## config.mk

```make
export PLATFORM = sky130hd
export DESIGN_NAME = adcbi_top
export DESIGN_NICKNAME = d
export VERILOG_FILES = /design/src/logic/adcbi_pkg.sv /design/src/logic/adcbi_sync_if.sv /design/src/logic/adcbi_sync2.sv /design/src/logic/adcbi_top.sv
export SDC_FILE = /design/constraint.sdc
export NUM_CORES = 1
export LEC_CHECK = 0
export ABC_AREA = 0
export BUFFER_PORTS_ARGS = -buffer_cell sky130_fd_sc_hd__buf_2
export CORE_MARGIN = 2
export CORE_UTILIZATION = 49
export DETAILED_ROUTE_END_ITERATION = 7
export GPL_TIMING_DRIVEN = 0
export PLACE_DENSITY = 0.86
export SETUP_SLACK_MARGIN = 0.1
export SLEW_MARGIN = 20
export SYNTH_ARGS = -nofsm -noshare
export SYNTH_HDL_FRONTEND = slang
export SYNTH_SLANG_ARGS = --single-unit
```

## constraint.sdc

```tcl
create_clock -name clk_i -period 2.7 [get_ports clk_i]
set_input_delay 0.135 -clock clk_i [delete_from_list [all_inputs] [get_ports clk_i]]
set_output_delay 0.135 -clock clk_i [all_outputs]
set_load 0.02 [all_outputs]
```

## src/logic/adcbi_pkg.sv

```systemverilog
// Notes on behaviour
// - Selected means select high and enable_n low; it gates both strobes.
// - In demand mode a selected low convert_strobe_n starts a conversion.
// - Selected with output_enable_n low drives the bus, else it is released.
// - The result bus is eight three-state lines, the top one separate.
// - High run_mode_select converts back to back, low waits for the strobe.
// - In demand mode byte_half_select picks the low or high result byte.
// - On high-byte demand reads flag_byte_select picks overrange or polarity.
// - The top line carries polarity, overrange or the top data bit.
// - Busy rises as de-integration starts and falls once it completes.
// - Conversion timing comes from the internal divider or clock_in_pin.
package adcbi_pkg;
   localparam int unsigned ADCBI_CLK_HZ = 50_000_000;
   localparam int unsigned ADCBI_OSC_HZ = 61_440;
   localparam int unsigned ADCBI_OSC_DIV = ADCBI_CLK_HZ / ADCBI_OSC_HZ;
   localparam int unsigned ADCBI_INTEG_TICKS = 4000;
   localparam int unsigned ADCBI_DEINT_MAX = 8192;
   localparam int unsigned ADCBI_TICK_W = 16;

   // Word byte addresses on the register bus.
   localparam logic [7:0] ADCBI_A_CTRL = 8'h00;
   localparam logic [7:0] ADCBI_A_STAT = 8'h04;
   localparam logic [7:0] ADCBI_A_MASK = 8'h08;
   localparam logic [7:0] ADCBI_A_RSLT = 8'h0C;
   localparam logic [7:0] ADCBI_A_INTG = 8'h10;

   // Control register fields.
   localparam int unsigned ADCBI_CTRL_EXTCLK = 0;
   localparam logic [31:0] ADCBI_CTRL_RST = 32'h0000_0000;

   // Status and mask fields.
   localparam int unsigned ADCBI_ST_DONE = 0;
   localparam int unsigned ADCBI_ST_START = 1;
   localparam int unsigned ADCBI_ST_OVR = 2;
   localparam int unsigned ADCBI_ST_W = 3;
   localparam logic [2:0] ADCBI_MASK_RST = 3'h0;

   // Result register fields.
   localparam int unsigned ADCBI_RS_POL = 15;
   localparam int unsigned ADCBI_RS_OVR = 16;
   localparam int unsigned ADCBI_RS_BUSY = 31;

   // Pin vector positions after synchronisation.
   localparam int unsigned ADCBI_P_SEL = 0;
   localparam int unsigned ADCBI_P_EN_N = 1;
   localparam int unsigned ADCBI_P_CONV_N = 2;
   localparam int unsigned ADCBI_P_OE_N = 3;
   localparam int unsigned ADCBI_P_RUN = 4;
   localparam int unsigned ADCBI_P_FLAG = 5;
   localparam int unsigned ADCBI_P_BYTE = 6;
   localparam int unsigned ADCBI_P_OSC = 7;
   localparam int unsigned ADCBI_P_W = 8;
   // Idle pin levels: enable_n and both strobes high, everything else low.
   localparam logic [7:0] ADCBI_PIN_IDLE = 8'h0E;

   typedef enum logic [1:0] {
      ADCBI_IDLE,
      ADCBI_INTEG,
      ADCBI_DEINT
   } adcbi_state_t;
endpackage

```

## src/logic/adcbi_sync_if.sv

```systemverilog
`timescale 1ns/1ns
interface adcbi_sync_if #(parameter int unsigned W = 8);
   logic [W-1:0] raw;
   logic [W-1:0] sync;
   modport src (output raw, input sync);
   modport dst (input raw, output sync);
endinterface

```

## src/logic/adcbi_sync2.sv

```systemverilog
`timescale 1ns/1ns
module adcbi_sync2
   import adcbi_pkg::*;
#(
   parameter int unsigned W = 8,
   parameter logic [W-1:0] RST_VAL = '0
)
(
   input wire logic clk_i,
   input wire logic rst_i,
   adcbi_sync_if.dst p
);
   logic [W-1:0] meta_r;
   logic [W-1:0] sync_r;

   // The first stage feeds only the second stage.
   always_ff @(posedge clk_i)
   begin
      if (rst_i)
      begin
         meta_r <= RST_VAL;
         sync_r <= RST_VAL;
      end
      else
      begin
         meta_r <= p.raw;
         sync_r <= meta_r;
      end
   end

   assign p.sync = sync_r;
endmodule

```

## src/logic/adcbi_top.sv

```systemverilog
`timescale 1ns/1ns
module adcbi_top
   import adcbi_pkg::*;
#(
   parameter int unsigned OSC_DIV = ADCBI_OSC_DIV,
   parameter int unsigned INTEG_TICKS = ADCBI_INTEG_TICKS,
   parameter int unsigned DEINT_MAX = ADCBI_DEINT_MAX
)
(
   input wire logic clk_i,
   input wire logic rst_i,
   // Register bus.
   input wire logic wb_cyc_i,
   input wire logic wb_stb_i,
   input wire logic wb_we_i,
   input wire logic [7:0] wb_adr_i,
   input wire logic [3:0] wb_sel_i,
   input wire logic [31:0] wb_dat_i,
   output logic [31:0] wb_dat_o,
   output logic wb_ack_o,
   output logic irq_o,
   // Host pins.
   input wire logic chip_select_i,
   input wire logic enable_active_low_n_i,
   input wire logic convert_strobe_n_i,
   input wire logic output_enable_n_i,
   input wire logic run_mode_select_i,
   input wire logic flag_byte_select_i,
   input wire logic byte_half_select_i,
   input wire logic clock_in_pin_i,
   output logic [6:0] result_bus_o,
   output logic result_bus_oe_o,
   output logic result_bus_msb_o,
   output logic result_bus_msb_oe_o,
   output logic busy_o,
   // Analog core, same clock.
   output logic core_integrate_o,
   output logic core_deintegrate_o,
   input wire logic core_zero_cross_i,
   input wire logic [14:0] core_magnitude_i,
   input wire logic core_polarity_i,
   input wire logic core_overrange_i
);
   // ****************************************************************
   // Elaboration checks
   // ****************************************************************
   if (OSC_DIV < 2 || OSC_DIV >= (1 << ADCBI_TICK_W))
   begin : g_bad_div
      $error("OSC_DIV out of range");
   end
   if (INTEG_TICKS < 1 || INTEG_TICKS >= (1 << ADCBI_TICK_W))
   begin : g_bad_integ
      $error("INTEG_TICKS out of range");
   end
   if (DEINT_MAX < 1 || DEINT_MAX >= (1 << ADCBI_TICK_W))
   begin : g_bad_deint
      $error("DEINT_MAX out of range");
   end

   // ****************************************************************
   // Pin synchronisers
   // ****************************************************************
   adcbi_sync_if #(.W(ADCBI_P_W)) pins ();

   assign pins.raw = {clock_in_pin_i, byte_half_select_i,
      flag_byte_select_i, run_mode_select_i, output_enable_n_i,
      convert_strobe_n_i, enable_active_low_n_i, chip_select_i};

   adcbi_sync2 #(
      .W(ADCBI_P_W),
      .RST_VAL(ADCBI_PIN_IDLE)
   ) u_sync (
      .clk_i(clk_i),
      .rst_i(rst_i),
      .p(pins)
   );

   logic selected;
   logic conv_req;
   logic read_en;
   logic run_cont;
   assign selected = pins.sync[ADCBI_P_SEL] & ~pins.sync[ADCBI_P_EN_N];
   assign run_cont = pins.sync[ADCBI_P_RUN];
   // The strobe only counts in demand mode.
   assign conv_req = selected & ~pins.sync[ADCBI_P_CONV_N] & ~run_cont;
   assign read_en = selected & ~pins.sync[ADCBI_P_OE_N];

   // ****************************************************************
   // Registers
   // ****************************************************************
   logic [31:0] ctrl_r;
   logic [ADCBI_ST_W-1:0] stat_r;
   logic [ADCBI_ST_W-1:0] mask_r;
   logic [ADCBI_TICK_W-1:0] integ_r;
   logic [14:0] mag_r;
   logic pol_r;
   logic ovr_r;
   logic ack_r;
   logic [31:0] rdat_r;
   logic bus_req;
   logic bus_wr;
   logic stat_rd;

   assign bus_req = wb_cyc_i & wb_stb_i & ~ack_r;
   assign bus_wr = bus_req & wb_we_i;
   assign stat_rd = bus_req & ~wb_we_i & (wb_adr_i == ADCBI_A_STAT);

   function automatic logic [31:0] merge(input logic [31:0] old,
      input logic [31:0] nw, input logic [3:0] sel);
      logic [31:0] res;
      res = old;
      for (int i = 0; i < 4; i++)
      begin
         if (sel[i])
         begin
            res[i*8 +: 8] = nw[i*8 +: 8];
         end
      end
      return res;
   endfunction

   // One wait state: the answer comes one edge after the request.
   always_ff @(posedge clk_i)
   begin
      if (rst_i)
      begin
         ack_r <= 1'b0;
      end
      else
      begin
         ack_r <= bus_req;
      end
   end

   always_ff @(posedge clk_i)
   begin
      if (rst_i)
      begin
         ctrl_r <= ADCBI_CTRL_RST;
         mask_r <= ADCBI_MASK_RST;
         integ_r <= ADCBI_TICK_W'(INTEG_TICKS);
      end
      else if (bus_wr)
      begin
         case (wb_adr_i)
            ADCBI_A_CTRL:
            begin
               ctrl_r <= merge(ctrl_r, wb_dat_i, wb_sel_i) &
                  (32'h1 << ADCBI_CTRL_EXTCLK);
            end
            ADCBI_A_MASK:
            begin
               if (wb_sel_i[0])
               begin
                  mask_r <= wb_dat_i[ADCBI_ST_W-1:0];
               end
            end
            ADCBI_A_INTG:
            begin
               integ_r <= ADCBI_TICK_W'(merge(32'(integ_r), wb_dat_i,
                  wb_sel_i));
            end
            default:
            begin
            end
         endcase
      end
   end

   always_ff @(posedge clk_i)
   begin
      if (rst_i)
      begin
         rdat_r <= 32'h0000_0000;
      end
      else if (bus_req)
      begin
         case (wb_adr_i)
            ADCBI_A_CTRL: rdat_r <= ctrl_r;
            ADCBI_A_STAT: rdat_r <= 32'(stat_r);
            ADCBI_A_MASK: rdat_r <= 32'(mask_r);
            ADCBI_A_RSLT:
            begin
               rdat_r <= 32'(mag_r);
               rdat_r[ADCBI_RS_POL] <= pol_r;
               rdat_r[ADCBI_RS_OVR] <= ovr_r;
               rdat_r[ADCBI_RS_BUSY] <= busy_o;
            end
            ADCBI_A_INTG: rdat_r <= 32'(integ_r);
            default: rdat_r <= 32'h0000_0000;
         endcase
      end
   end

   assign wb_ack_o = ack_r;
   assign wb_dat_o = rdat_r;

   // ****************************************************************
   // Conversion clock
   // ****************************************************************
   // With the external source every rising edge of clock_in_pin is one
   // tick; the pin is oversampled, so it must stay well below clk_i/4.
   logic [ADCBI_TICK_W-1:0] div_r;
   logic osc_prev_r;
   logic tick;

   always_ff @(posedge clk_i)
   begin
      if (rst_i)
      begin
         div_r <= '0;
         osc_prev_r <= 1'b0;
      end
      else
      begin
         osc_prev_r <= pins.sync[ADCBI_P_OSC];
         if (div_r == ADCBI_TICK_W'(OSC_DIV - 1))
         begin
            div_r <= '0;
         end
         else
         begin
            div_r <= div_r + 1'b1;
         end
      end
   end

   always_comb
   begin
      if (ctrl_r[ADCBI_CTRL_EXTCLK])
      begin
         tick = pins.sync[ADCBI_P_OSC] & ~osc_prev_r;
      end
      else
      begin
         tick = (div_r == ADCBI_TICK_W'(OSC_DIV - 1));
      end
   end

   // ****************************************************************
   // Conversion sequencer
   // ****************************************************************
   adcbi_state_t state_r;
   logic [ADCBI_TICK_W-1:0] cnt_r;
   logic conv_start;
   logic conv_done;
   logic deint_end;

   assign conv_start = (state_r == ADCBI_IDLE) & (run_cont | conv_req);
   assign deint_end = tick & (core_zero_cross_i |
      (cnt_r == ADCBI_TICK_W'(DEINT_MAX - 1)));
   assign conv_done = (state_r == ADCBI_DEINT) & deint_end;

   always_ff @(posedge clk_i)
   begin
      if (rst_i)
      begin
         state_r <= ADCBI_IDLE;
         cnt_r <= '0;
      end
      else
      begin
         case (state_r)
            ADCBI_IDLE:
            begin
               cnt_r <= '0;
               if (conv_start)
               begin
                  state_r <= ADCBI_INTEG;
               end
            end
            ADCBI_INTEG:
            begin
               if (tick)
               begin
                  if (cnt_r == integ_r - 1'b1 || integ_r == '0)
                  begin
                     cnt_r <= '0;
                     state_r <= ADCBI_DEINT;
                  end
                  else
                  begin
                     cnt_r <= cnt_r + 1'b1;
                  end
               end
            end
            ADCBI_DEINT:
            begin
               if (deint_end)
               begin
                  state_r <= ADCBI_IDLE;
               end
               else if (tick)
               begin
                  cnt_r <= cnt_r + 1'b1;
               end
            end
            default:
            begin
               state_r <= ADCBI_IDLE;
            end
         endcase
      end
   end

   always_ff @(posedge clk_i)
   begin
      if (rst_i)
      begin
         mag_r <= '0;
         pol_r <= 1'b0;
         ovr_r <= 1'b0;
      end
      else if (conv_done)
      begin
         mag_r <= core_magnitude_i;
         pol_r <= core_polarity_i;
         ovr_r <= core_overrange_i;
      end
   end

   assign busy_o = (state_r == ADCBI_DEINT);
   assign core_integrate_o = (state_r == ADCBI_INTEG);
   assign core_deintegrate_o = (state_r == ADCBI_DEINT);

   // ****************************************************************
   // Interrupt status
   // ****************************************************************
   logic [ADCBI_ST_W-1:0] ev;
   always_comb
   begin
      ev = '0;
      ev[ADCBI_ST_DONE] = conv_done;
      ev[ADCBI_ST_START] = conv_start;
      ev[ADCBI_ST_OVR] = conv_done & core_overrange_i;
   end

   // A new event in the clearing read's own cycle survives the clear.
   always_ff @(posedge clk_i)
   begin
      if (rst_i)
      begin
         stat_r <= '0;
      end
      else if (stat_rd)
      begin
         stat_r <= ev;
      end
      else
      begin
         stat_r <= stat_r | ev;
      end
   end

   assign irq_o = |(stat_r & mask_r);

   // ****************************************************************
   // Result bus
   // ****************************************************************
   // Bytes are steered in every mode; the continuous three-byte
   // sequence is not modelled, so reads there follow the same selects.
   logic [6:0] lo_nxt;
   logic msb_nxt;
   logic [6:0] bus_r;
   logic msb_r;
   logic oe_r;

   always_comb
   begin
      if (pins.sync[ADCBI_P_BYTE])
      begin
         lo_nxt = mag_r[6:0];
         msb_nxt = mag_r[7];
      end
      else
      begin
         lo_nxt = mag_r[14:8];
         if (pins.sync[ADCBI_P_FLAG])
         begin
            msb_nxt = ovr_r;
         end
         else
         begin
            msb_nxt = pol_r;
         end
      end
   end

   always_ff @(posedge clk_i)
   begin
      if (rst_i)
      begin
         bus_r <= '0;
         msb_r <= 1'b0;
         oe_r <= 1'b0;
      end
      else
      begin
         bus_r <= lo_nxt;
         msb_r <= msb_nxt;
         oe_r <= read_en;
      end
   end

   assign result_bus_o = bus_r;
   assign result_bus_msb_o = msb_r;
   assign result_bus_oe_o = oe_r;
   assign result_bus_msb_oe_o = oe_r;
endmodule

```

==> results_dict.tcl, run 1 <==
set metrics [dict create \
    rows 39 \
    grt_pass1_vias 5500 \
    cts_tree "done" \
    syn_to_final_growth_pct 35.97 \
    final-instance-count-excl-fill 987 \
    cp_cell_sequence "buf_8 -> buf_4 -> buf_4 -> nor4_1 -> o21ai_0 -> a21oi_1 -> o22ai_1 -> nor4b_4 -> o31ai_4 -> and2_4 -> clkbuf_16 -> a22o_1" \
    synth_flop_cell "dfxtp_1" \
    worst_pin_slew_ns 0.8635 \
    cts.path.max_buffers 2 \
    dieArea_sq_mm 0.01242 \
    drtAntennaViolNets 0 \
    synth-edff-count 0 \
    yosysWarnings 0 \
    ys_types 69 \
    final.min_clock_period_ns 2.749 \
    cp_slowest_cell "nor4b_4" \
    initial_core_util_pct 49.96 \
    grt_max_degree 17 \
    slowest_delay_ns 0.39 \
    fillCellCount 784 \
    synth.area.top_cells "dfxtp_1, nor2_1, mux2i_1" \
    grt_pass1_wl_mm 27.06 \
    drt-initial-drc-count 795 \
    route.detailed.drc 12 \
    violations "DRC, setup timing" \
    antenna_found_initial 0 \
    leakage_nw 3.294 \
    cp_common_cell "buf_4" \
    clock_latency_ns 0.42 \
    diodes 0 \
    dp_cells 894 \
    drive_gt1_share_pct 27.13 \
    yosys.area.top_type "dfxtp_1" \
    final.setup.tns_ns -0.1876 \
    max_freq_mhz 363.8 \
    cts-root-buf "clkbuf_16" \
    layout_common_cells "dfxtp_1, buf_2, nor2_1" \
    seq_area_sq_mm 0.002387 \
    die_h_um 111.4 \
    critPathCaptureType "flip-flop" \
    rrSetupSlack_ns -0.05 \
    nets 914 \
    io_pins 122 \
    slew_headroom_pct 42.22 \
    track_usage_pct 27.19 \
    critPathLaunchType "flip-flop" \
    critPathKind "reg2reg" \
    globalRouteOverflowTotal 0 \
    drv_cap 0 \
    synth_area_per_cell_sq_um 8.701 \
    finalMaxSlewViolations 0 \
    vias 5841 \
    outcome "complete, but fails checks" \
    crit_buf_inv 4 \
    crit_family "compound AO/OA/AOI/OAI gates" \
    seq_area_frac_synth_pct 42.12 \
    multiInputGateArea_sq_mm 0.003115 \
    port_buffers 88 \
    synth_seq_cells 119 \
    htree_levels 4 \
    fin_crit_sh_pct 101.8 \
    dpl.hpwl_mm 10.28 \
    worst_clock_skew_ns 0.008677 \
    setup_viol 8 \
    final_common_cell "dfxtp_1" \
    core-area_sq_mm 0.01132 \
    arrival_ns 3.05 \
    powerDensity_mw_per_mm2 618.9 \
    wl_per_cell_um 18.68 \
    vias_per_cell 5.918 \
    drtPass1Iterations 8 \
    cp.required_ns 3.00 \
    place.gp.congestion 0.9249 \
    timing.final.ws_setup_ns -0.04884 \
    syn-cell-area_sq_mm 0.005655 \
    syn_inst 650 \
    yosysTopAreaCellShare_pct 42.12 \
    cts_made_buffers 17 \
    hold_violations 0 \
    min_path_type "in2reg" \
    wirelength_mm 18.44 \
    worst-path-max-fanout 5 \
    clk_pin_slew_ns 0.06 \
    irDropWorstVdd_mv 0.6403 \
    cts_sinks 119 \
    die_width_um 111.4 \
    async_reset_ff_share_pct 0 \
    rsz0062_at_grt "true" \
]
[cells in the mapped netlist, types with 12 or more instances]
library cell / number
a21o_1: 13
or2_2: 13
a21oi_1: 32
a22o_1: 13
inv_1: 14
nand2_1: 61
nand3_1: 16
o21ai_0: 12
mux2i_1: 26
dfxtp_1: 119
a222oi_1: 14
nor2_1: 95
xor2_1: 15
nor2b_1: 20
clkbuf_1: 31
buf_4: 18
[metrics by stage]
step | power (mW) | cell area [sq um] | utilization, % | hold slack, ns | worst slack (ns)
after floorplan | 2.294 | 5710 | - | 0.2388 | 0.1131
after global placement | 2.434 | 6330 | 55.91 | 0.3170 | -0.2314
after detailed placement | 2.448 | 6330 | 55.91 | 0.3219 | -0.2307
after CTS | 4.675 | 7427 | 65.61 | 0.002080 | 0.09707
after global routing | 4.896 | 7690 | 67.93 | 0.02030 | -0.1070
final | 4.759 | 7690 | 67.93 | 0.01167 | -0.04884
[worst paths after layout]
path / from / endpoint / depth (start not counted)
min: wb_dat_i[0] / integ_r[0]$_SDFFE_PP0P_ / 3
max: integ_r[1]$_SDFFE_PP0P_ / cnt_r[12]$_SDFFE_PP0P_ / 12
min reg2reg: u_sync.p.sync[3]$_SDFF_PP1_ / result_bus_msb_oe_o$_SDFF_PP0_ / 1
max reg2reg: integ_r[1]$_SDFFE_PP0P_ / cnt_r[12]$_SDFFE_PP0P_ / 12
[tightest hold or removal path, delay by kind of cell]
family                 cells  cell delay [ns]
buffers and inverters      1             0.11
muxes                      1             0.07
and+or+nand+nor            1             0.07
[power by group]
group	leakage, nW	switching [mW]	internal [mW]
Combinational	2.05	0.400	0.332
Clock	0.274	0.824	1.38
Sequential	0.966	0.0281	1.79
[area by class of cell]
type                            count  area share [%]
Sequential cell                   119           31.04
Tap cell                          143           2.327
Clock buffer                       21           5.857
Clock inverter                     11           1.611
Inverter                           15          0.8461
Timing Repair Buffer              150           13.31
Buffer                             58           4.491
Multi-Input combinational cell    470           40.51
[registers in the layout, indices dropped and copies added, names as in the netlist]
signal,cells
wb_dat_o,18
cnt_r,16
div_r,16
integ_r,16
mag_r,15
u_sync.meta_r,8
u_sync.p.sync,8
result_bus_o,7
mask_r,3
stat_r,3
state_r,2
ctrl_r,1
osc_prev_r,1
ovr_r,1
pol_r,1
result_bus_msb_o,1
result_bus_msb_oe_o,1
wb_ack_o,1
[cells by family (layout without fill, tap and decap cells)]
kind of cell / Yosys count / after routing / share of synthesized area (%)
simple gates: 274 / 274 / 24.36
mux: 28 / 28 / 5.044
flops: 119 / 119 / 42.12
xor+xnor: 24 / 24 / 3.717
compound gates: 122 / 122 / 16.37
other cells: 1 / 14 / 0.06631
buf+inv: 74 / 255 / 6.548
fa+ha+maj: 8 / 8 / 1.770
[repair_timing]
item,CTS,global route
hold buffers,38,0
cloned,0,2
endpoints found under the setup margin,28,28
setup buffers,9,13
resized for setup,20,40
pin swaps,7,16
endpoints found under the hold margin,40,0
[per-layer routing]
layer / up-vias / wire length, um / GRT usage, %
li1: 2617 / - / -
met1: 2666 / 6648 / 30.90
met2: 443 / 8887 / 45.61
met3: 113 / 1946 / 8.329
met4: 2 / 899 / 14.40
met5: - / 57 / 3.529
Note: power is estimated with default switching activity, not from simulation.
==> run 2: changes to the inputs <==
--- a/config.mk
+++ b/config.mk
@@ -11,9 +11,10 @@
 export CORE_UTILIZATION = 49
 export DETAILED_ROUTE_END_ITERATION = 7
 export GPL_TIMING_DRIVEN = 0
-export PLACE_DENSITY = 0.86
+export PLACE_DENSITY = 0.75
 export SETUP_SLACK_MARGIN = 0.1
 export SLEW_MARGIN = 20
 export SYNTH_ARGS = -nofsm -noshare
 export SYNTH_HDL_FRONTEND = slang
+export SYNTH_HIERARCHICAL = 1
 export SYNTH_SLANG_ARGS = --single-unit
==> constraint.sdc (replaced) <==
create_clock -name clk_i -period 2.7 [get_ports clk_i]
set_input_delay 0 -clock clk_i [delete_from_list [all_inputs] [get_ports clk_i]]
set_output_delay 0 -clock clk_i [all_outputs]
set_load 0.02 [all_outputs]
==> results_dict.tcl, run 2 <==
set metrics [dict create \
    ys_types 66 \
    layout_common_cells "dfxtp_1, nor2_1, buf_2" \
    r2r-end "state_r[0]$_SDFFE_PP0P_" \
    fin_crit_sh_pct 96.56 \
    syn-cell-area_sq_mm 0.005648 \
    final_common_cell "dfxtp_1" \
    synth_seq_cells 119 \
    min_path_type "in2reg" \
    cts_made_buffers 17 \
    synth_common_cells "dfxtp_1, nor2_1, mux2i_1, nand2_1, clkbuf_1" \
    final.min_clock_period_ns 2.607 \
    synth_area_per_cell_sq_um 9.139 \
    yosysTopAreaCellShare_pct 42.18 \
    p_clk_share_pct 51.9 \
    grt_pass1_vias 5573 \
    vias_per_cell 5.935 \
    power.share.sequential_pct 36.7 \
    vias 5609 \
    synth_flop_cell "dfxtp_1" \
    critPathKind "reg2reg" \
    rows 39 \
    holdWs_ns 0.02108 \
    worst_pin_slew_ns 1.044 \
    io_pins 122 \
    powerDensity_mw_per_mm2 637.9 \
    port_buffers 88 \
    async_reset_ff_share_pct 0 \
    p_switching_mw 1.233 \
    drive_gt1_share_pct 26.34 \
    nets 871 \
    rsz0062_at_grt "true" \
    worst_clock_skew_ns 0.008864 \
    drtPass1Iterations 8 \
    globalRouteOverflowTotal 0 \
    irDropWorstVdd_mv 0.5124 \
    core-area_sq_mm 0.01132 \
    outcome "complete, but fails checks" \
    intPower_mw 3.702 \
    drv_cap 0 \
    power_frac_comb_pct 11.3 \
    critPathCaptureType "flip-flop" \
    drt-initial-drc-count 604 \
    drtAntennaViolNets 0 \
    cp-startpoint "integ_r[11]$_SDFFE_PP1P_" \
    critPathLaunchType "flip-flop" \
    finalMaxSlewViolations 0 \
    grt_util_met2_pct 47.15 \
    largest_reg_flops 18 \
    antenna_found_initial 1 \
    seq_area_frac_synth_pct 42.18 \
    rrSetupSlack_ns 0.09 \
    die_h_um 111.4 \
    slew_headroom_pct 30.15 \
    wl_per_cell_um 18.61 \
    htree_levels 4 \
    cts_tree "done" \
    synth-edff-count 0 \
    cts-root-buf "clkbuf_16" \
    leakage_nw 3.094 \
    grt_pass1_wl_mm 27.61 \
    violations "DRC" \
    setup_viol 0 \
    setup.worst_path.end "state_r[0]$_SDFFE_PP0P_" \
    fillCellCount 804 \
    grt_util_met3_pct 5.934 \
    track_usage_pct 27.76 \
    dp_slack_ns -0.3988 \
    use_met1_pct 33.28 \
    route.detailed.drc 4 \
    cts.path.max_buffers 2 \
    grt_max_degree 17 \
    synth_most_common_cell "dfxtp_1" \
    synth.area.top_cells "dfxtp_1, mux2i_1, nor2_1" \
    dieArea_sq_mm 0.01240 \
    clk_pin_slew_ns 0.06 \
    place.gp.congestion 0.9192 \
    dpl.hpwl_mm 10.82 \
    cp.required_ns 3.05 \
    max_freq_mhz 383.6 \
    cts_sinks 119 \
    die_width_um 111.4 \
    syn_inst 618 \
    clock_latency_ns 0.42 \
    hold_violations 0 \
    reg2reg_depth 8 \
    grt.busiest_layer "met2" \
    timing.final.ws_setup_ns 0.09298 \
    wirelength_mm 17.58 \
    arrival_ns 2.96 \
    initial_core_util_pct 49.89 \
    yosys.area.top_type "dfxtp_1" \
    r2r_start "integ_r[11]$_SDFFE_PP1P_" \
    switching_share_pct 24.98 \
    syn_to_final_growth_pct 36.95 \
    worst-path-max-fanout 3 \
    yosysWarnings 6 \
]
run 2: cell count changes in the layout (fill, tap and decap cells not counted), moves of 11 or more:
cell / before / now
nand2_1: 61 / 41
a22o_1: 13 / 0
buf_4: 38 / 25
or2_2: 13 / 2
mux2i_1: 26 / 41
nand4_1: 7 / 18
a21oi_1: 30 / 14
run 2: worst min-delay path by stage:
stage,startpoint,endpoint,slack [ns],cells past startpoint
2_1_floorplan,enable_active_low_n_i,u_sync/meta_r[1]$_SDFF_PP1_,0.1,1
3_3_place_gp,convert_strobe_n_i,u_sync/meta_r[2]$_SDFF_PP1_,0.18,2
3_5_place_dp,enable_active_low_n_i,u_sync/meta_r[1]$_SDFF_PP1_,0.18,2
4_1_cts,wb_adr_i[3],ctrl_r[0]$_SDFFE_PP0P_,0.02,4
5_1_grt,rst_i,u_sync/meta_r[5]$_SDFF_PP0_,0.03,2
6_report,rst_i,u_sync/meta_r[5]$_SDFF_PP0_,0.02,2
run 2: timing repair:
item                                    4_1_cts  5_1_grt
hold buffers                                 41        0
buffers inserted                              3        6
pin swaps                                     6        8
endpoints found under the setup margin       28       32
resized for setup                            24       37
gates cloned                                  1        1
hold endpoints to repair                     46        0
run 2: power groups by stage:
stage / clock network (mW) / registers (mW) / logic [mW]
floorplan: 0 / 1.85 / 0.297
global placement: 0 / 1.85 / 0.433
detailed placement: 0 / 1.85 / 0.445
finish: 2.56 / 1.81 / 0.559
global route: 2.64 / 1.82 / 0.602
CTS: 2.55 / 1.81 / 0.518
run 2: kinds of logic after synthesis:
| family | count (synthesis) | synth area share [%] |
|---|---|---|
| compound gates | 91 | 13.11 |
| xor+xnor | 30 | 4.896 |
| fa+ha+maj | 8 | 1.772 |
| buf+inv | 67 | 6.048 |
| flops | 119 | 42.18 |
| mux | 43 | 7.665 |
| other cells | 1 | 0.06640 |
| simple gates | 259 | 24.26 |
run 2: routing by layer:
metal | share of wire (%) | wire length (um)
met2 | 49 | 8553
met5 | 0 | 0
met3 | 8.3 | 1464
met1 | 38 | 6747
met4 | 4.7 | 818
run 2: layout make-up:
| class | count | area, sq um | area share (%) |
|---|---|---|---|
| Clock buffer | 19 | 442.9 | 5.726 |
| Buffer | 52 | 319.1 | 4.125 |
| Inverter | 13 | 48.80 | 0.6309 |
| Timing Repair Buffer | 140 | 952.2 | 12.31 |
| Clock inverter | 13 | 217.7 | 2.815 |
| Multi-Input combinational cell | 445 | 3179 | 41.10 |
| Antenna cell | 1 | 2.502 | 0.03235 |
| Tap cell | 143 | 178.9 | 2.313 |
| Sequential cell | 119 | 2394 | 30.94 |
run 2: worst max-delay path: stages, from the launching register on:
cell	delay [ns]
dfxtp_4	0.35
or4_4	0.55
or4_4	0.49
o21ai_2	0.14
nor4b_4	0.30
buf_4	0.17
nand3b_1	0.12
o21ai_2	0.24
mux2i_1	0.19
run 2: stage by stage:
stage | instance area [sq um] | power [mW] | TNS [ns] | instances | utilization [%]
after floorplan | 5699 | 2.148 | 0 | 631 | -
after global placement | 6319 | 2.283 | -3.105 | 862 | 55.81
after detailed placement | 6319 | 2.298 | -5.199 | 862 | 55.81
after CTS | 7522 | 4.879 | 0 | 938 | 66.45
after global routing | 7735 | 5.059 | -0.05293 | 945 | 68.32
final | 7735 | 4.934 | 0 | 945 | 68.32
==> run 3: changes to the inputs <==
--- a/config.mk
+++ b/config.mk
@@ -8,10 +8,10 @@
 export ABC_AREA = 0
 export BUFFER_PORTS_ARGS = -buffer_cell sky130_fd_sc_hd__buf_2
 export CORE_MARGIN = 2
-export CORE_UTILIZATION = 49
+export CORE_UTILIZATION = 54
 export DETAILED_ROUTE_END_ITERATION = 7
 export GPL_TIMING_DRIVEN = 0
-export PLACE_DENSITY = 0.75
+export PLACE_DENSITY = 0.78
 export SETUP_SLACK_MARGIN = 0.1
 export SLEW_MARGIN = 20
 export SYNTH_ARGS = -nofsm -noshare
==> constraint.sdc (replaced) <==
create_clock -name clk_i -period 3.06 [get_ports clk_i]
set_input_delay 0 -clock clk_i [delete_from_list [all_inputs] [get_ports clk_i]]
set_output_delay 0 -clock clk_i [all_outputs]
set_load 0.02 [all_outputs]
==> results_dict.tcl, run 3 (synthesis gave the netlist of run 2 again) <==
set metrics [dict create \
    outcome "finished, final reports clean" \
    die_width_um 106.3 \
    antenna_found_initial 0 \
    fin_crit_sh_pct 92.87 \
    drive_gt1_share_pct 21.54 \
    nets 873 \
    drtAntennaViolNets 0 \
    cp_slowest_cell "or4_4" \
    core-area_sq_mm 0.01023 \
    post-route-util_pct 73.23 \
    dp_slack_ns -0.1520 \
    die_h_um 106.3 \
    dp_cells 855 \
    worst_pin_slew_ns 0.9234 \
    vias 5328 \
    rrSetupSlack_ns 0.22 \
    largest_reg_flops 18 \
    critPathCaptureType "flip-flop" \
    cts-root-buf "clkbuf_8" \
    max_freq_mhz 351.9 \
    cp_cell_sequence "buf_6 -> or4_4 -> or4_4 -> o31ai_1 -> nor2b_1 -> nor3b_2 -> clkbuf_1 -> nand4_1 -> o311ai_2" \
    place.gp.congestion 0.8704 \
    arrival_ns 3.22 \
    grt_max_degree 17 \
    power_mw 4.197 \
    min_path_type "in2reg" \
    powerDensity_mw_per_mm2 560.2 \
    wirelength_mm 15.89 \
    slew_headroom_pct 38.21 \
    worst_clock_skew_ns 0.01113 \
    htree_levels 4 \
    clk_pin_slew_ns 0.06 \
    critPathLaunchType "flip-flop" \
    seq_area_sq_mm 0.002382 \
    final.setup.tns_ns 0 \
    dieArea_sq_mm 0.01129 \
    timing.final.ws_setup_ns 0.2182 \
    leakage_nw 3.013 \
    setup_viol 0 \
    irDropWorstVdd_mv 0.5727 \
    fillCellCount 723 \
    final.min_clock_period_ns 2.842 \
    hold_violations 0 \
    wl_per_cell_um 16.92 \
    track_usage_pct 28.65 \
    globalRouteOverflowTotal 0 \
    io_pins 122 \
    finalMaxSlewViolations 0 \
    holdWs_ns 0.02270 \
    layout_common_cells "dfxtp_1, nor2_1, buf_2" \
    port_buffers 88 \
    critPathKind "reg2reg" \
    dpl.hpwl_mm 10.36 \
    postLayoutCellArea_sq_mm 0.007492 \
    final-instance-count-excl-fill 939 \
    diodes 0 \
    drt-initial-drc-count 490 \
    final_common_cell "dfxtp_1" \
    drv_cap 0 \
    cts_tree "done" \
    cp.required_ns 3.44 \
    rows 37 \
    cts_sinks 119 \
    cp_common_cell "or4_4" \
    cts_made_buffers 17 \
    slowest_delay_ns 0.58 \
    route.detailed.drc 0 \
    grt_pass1_wl_mm 25.63 \
    rsz0062_at_grt "false" \
    grt_pass1_vias 5366 \
    dpl-instance-area_sq_mm 0.006307 \
    clock_latency_ns 0.51 \
    worst-path-max-fanout 10 \
    cts.path.max_buffers 2 \
    initial_core_util_pct 55.20 \
    vias_per_cell 5.674 \
    syn_to_final_growth_pct 32.65 \
    drtPass1Iterations 7 \
    multiInputGateArea_sq_mm 0.002998 \
]
[run 3: changes by cell type in the layout (fill, tap and decap cells not counted), moves of 3 or more]
cell           previous run  this run
nor3_4                    3         0
dfxtp_2                   3         0
dlygate4sd3_1            41        51
buf_4                    25        19
dfxtp_1                 114       119
clkbuf_1                 22        25
buf_6                     6         3
[run 3: critical path, delay by kind of cell (launching register included)]
kind,cells,cell delay (ns)
compound gates,2,0.41
buf+inv,2,0.40
simple gates,5,1.58
flops,1,0.31
[run 3: path summary, 6_finish.rpt]
check	startpoint	endpoint	cells past startpoint
worst max register to register	integ_r[8]$_SDFFE_PP1P_	cnt_r[9]$_SDFFE_PP0P_	9
worst min-delay path	wb_adr_i[1]	ctrl_r[0]$_SDFFE_PP0P_	5
worst max-delay path	integ_r[8]$_SDFFE_PP1P_	cnt_r[9]$_SDFFE_PP0P_	9
worst min register to register	u_sync/meta_r[1]$_SDFF_PP1_	u_sync/p.sync[1]$_SDFF_PP1_	1
[run 3: cell type report]
type                            count  area share [%]
Buffer                             53           3.958
Clock buffer                       17           5.528
Clock inverter                     15           2.889
Inverter                           13          0.6513
Multi-Input combinational cell    445           40.01
Sequential cell                   119           31.80
Tap cell                          136           2.271
Timing Repair Buffer              141           12.89
[run 3: where the power goes]
part	switching [mW]	internal [mW]
Sequential	0.0222	1.58
Clock	0.789	1.34
Combinational	0.263	0.200
Total	1.07	3.12
[run 3: per-layer routing]
layer | vias to the layer above | part of all wire [%] | GRT usage (%)
met4 | 0 | 3.1 | 13.35
met2 | 243 | 50 | 49.77
met3 | 59 | 6.8 | 6.438
li1 | 2540 | - | -
met5 | - | 0 | 0
met1 | 2486 | 40 | 33.44
[run 3: repair_timing]
item | 4_1_cts | 5_1_grt
endpoints found under the setup margin | 17 | 26
resized for setup | 3 | 8
hold buffers | 51 | 0
pin swaps | 1 | 1
cloned | 0 | 0
hold endpoints to repair | 56 | 0
setup buffers | 2 | 0
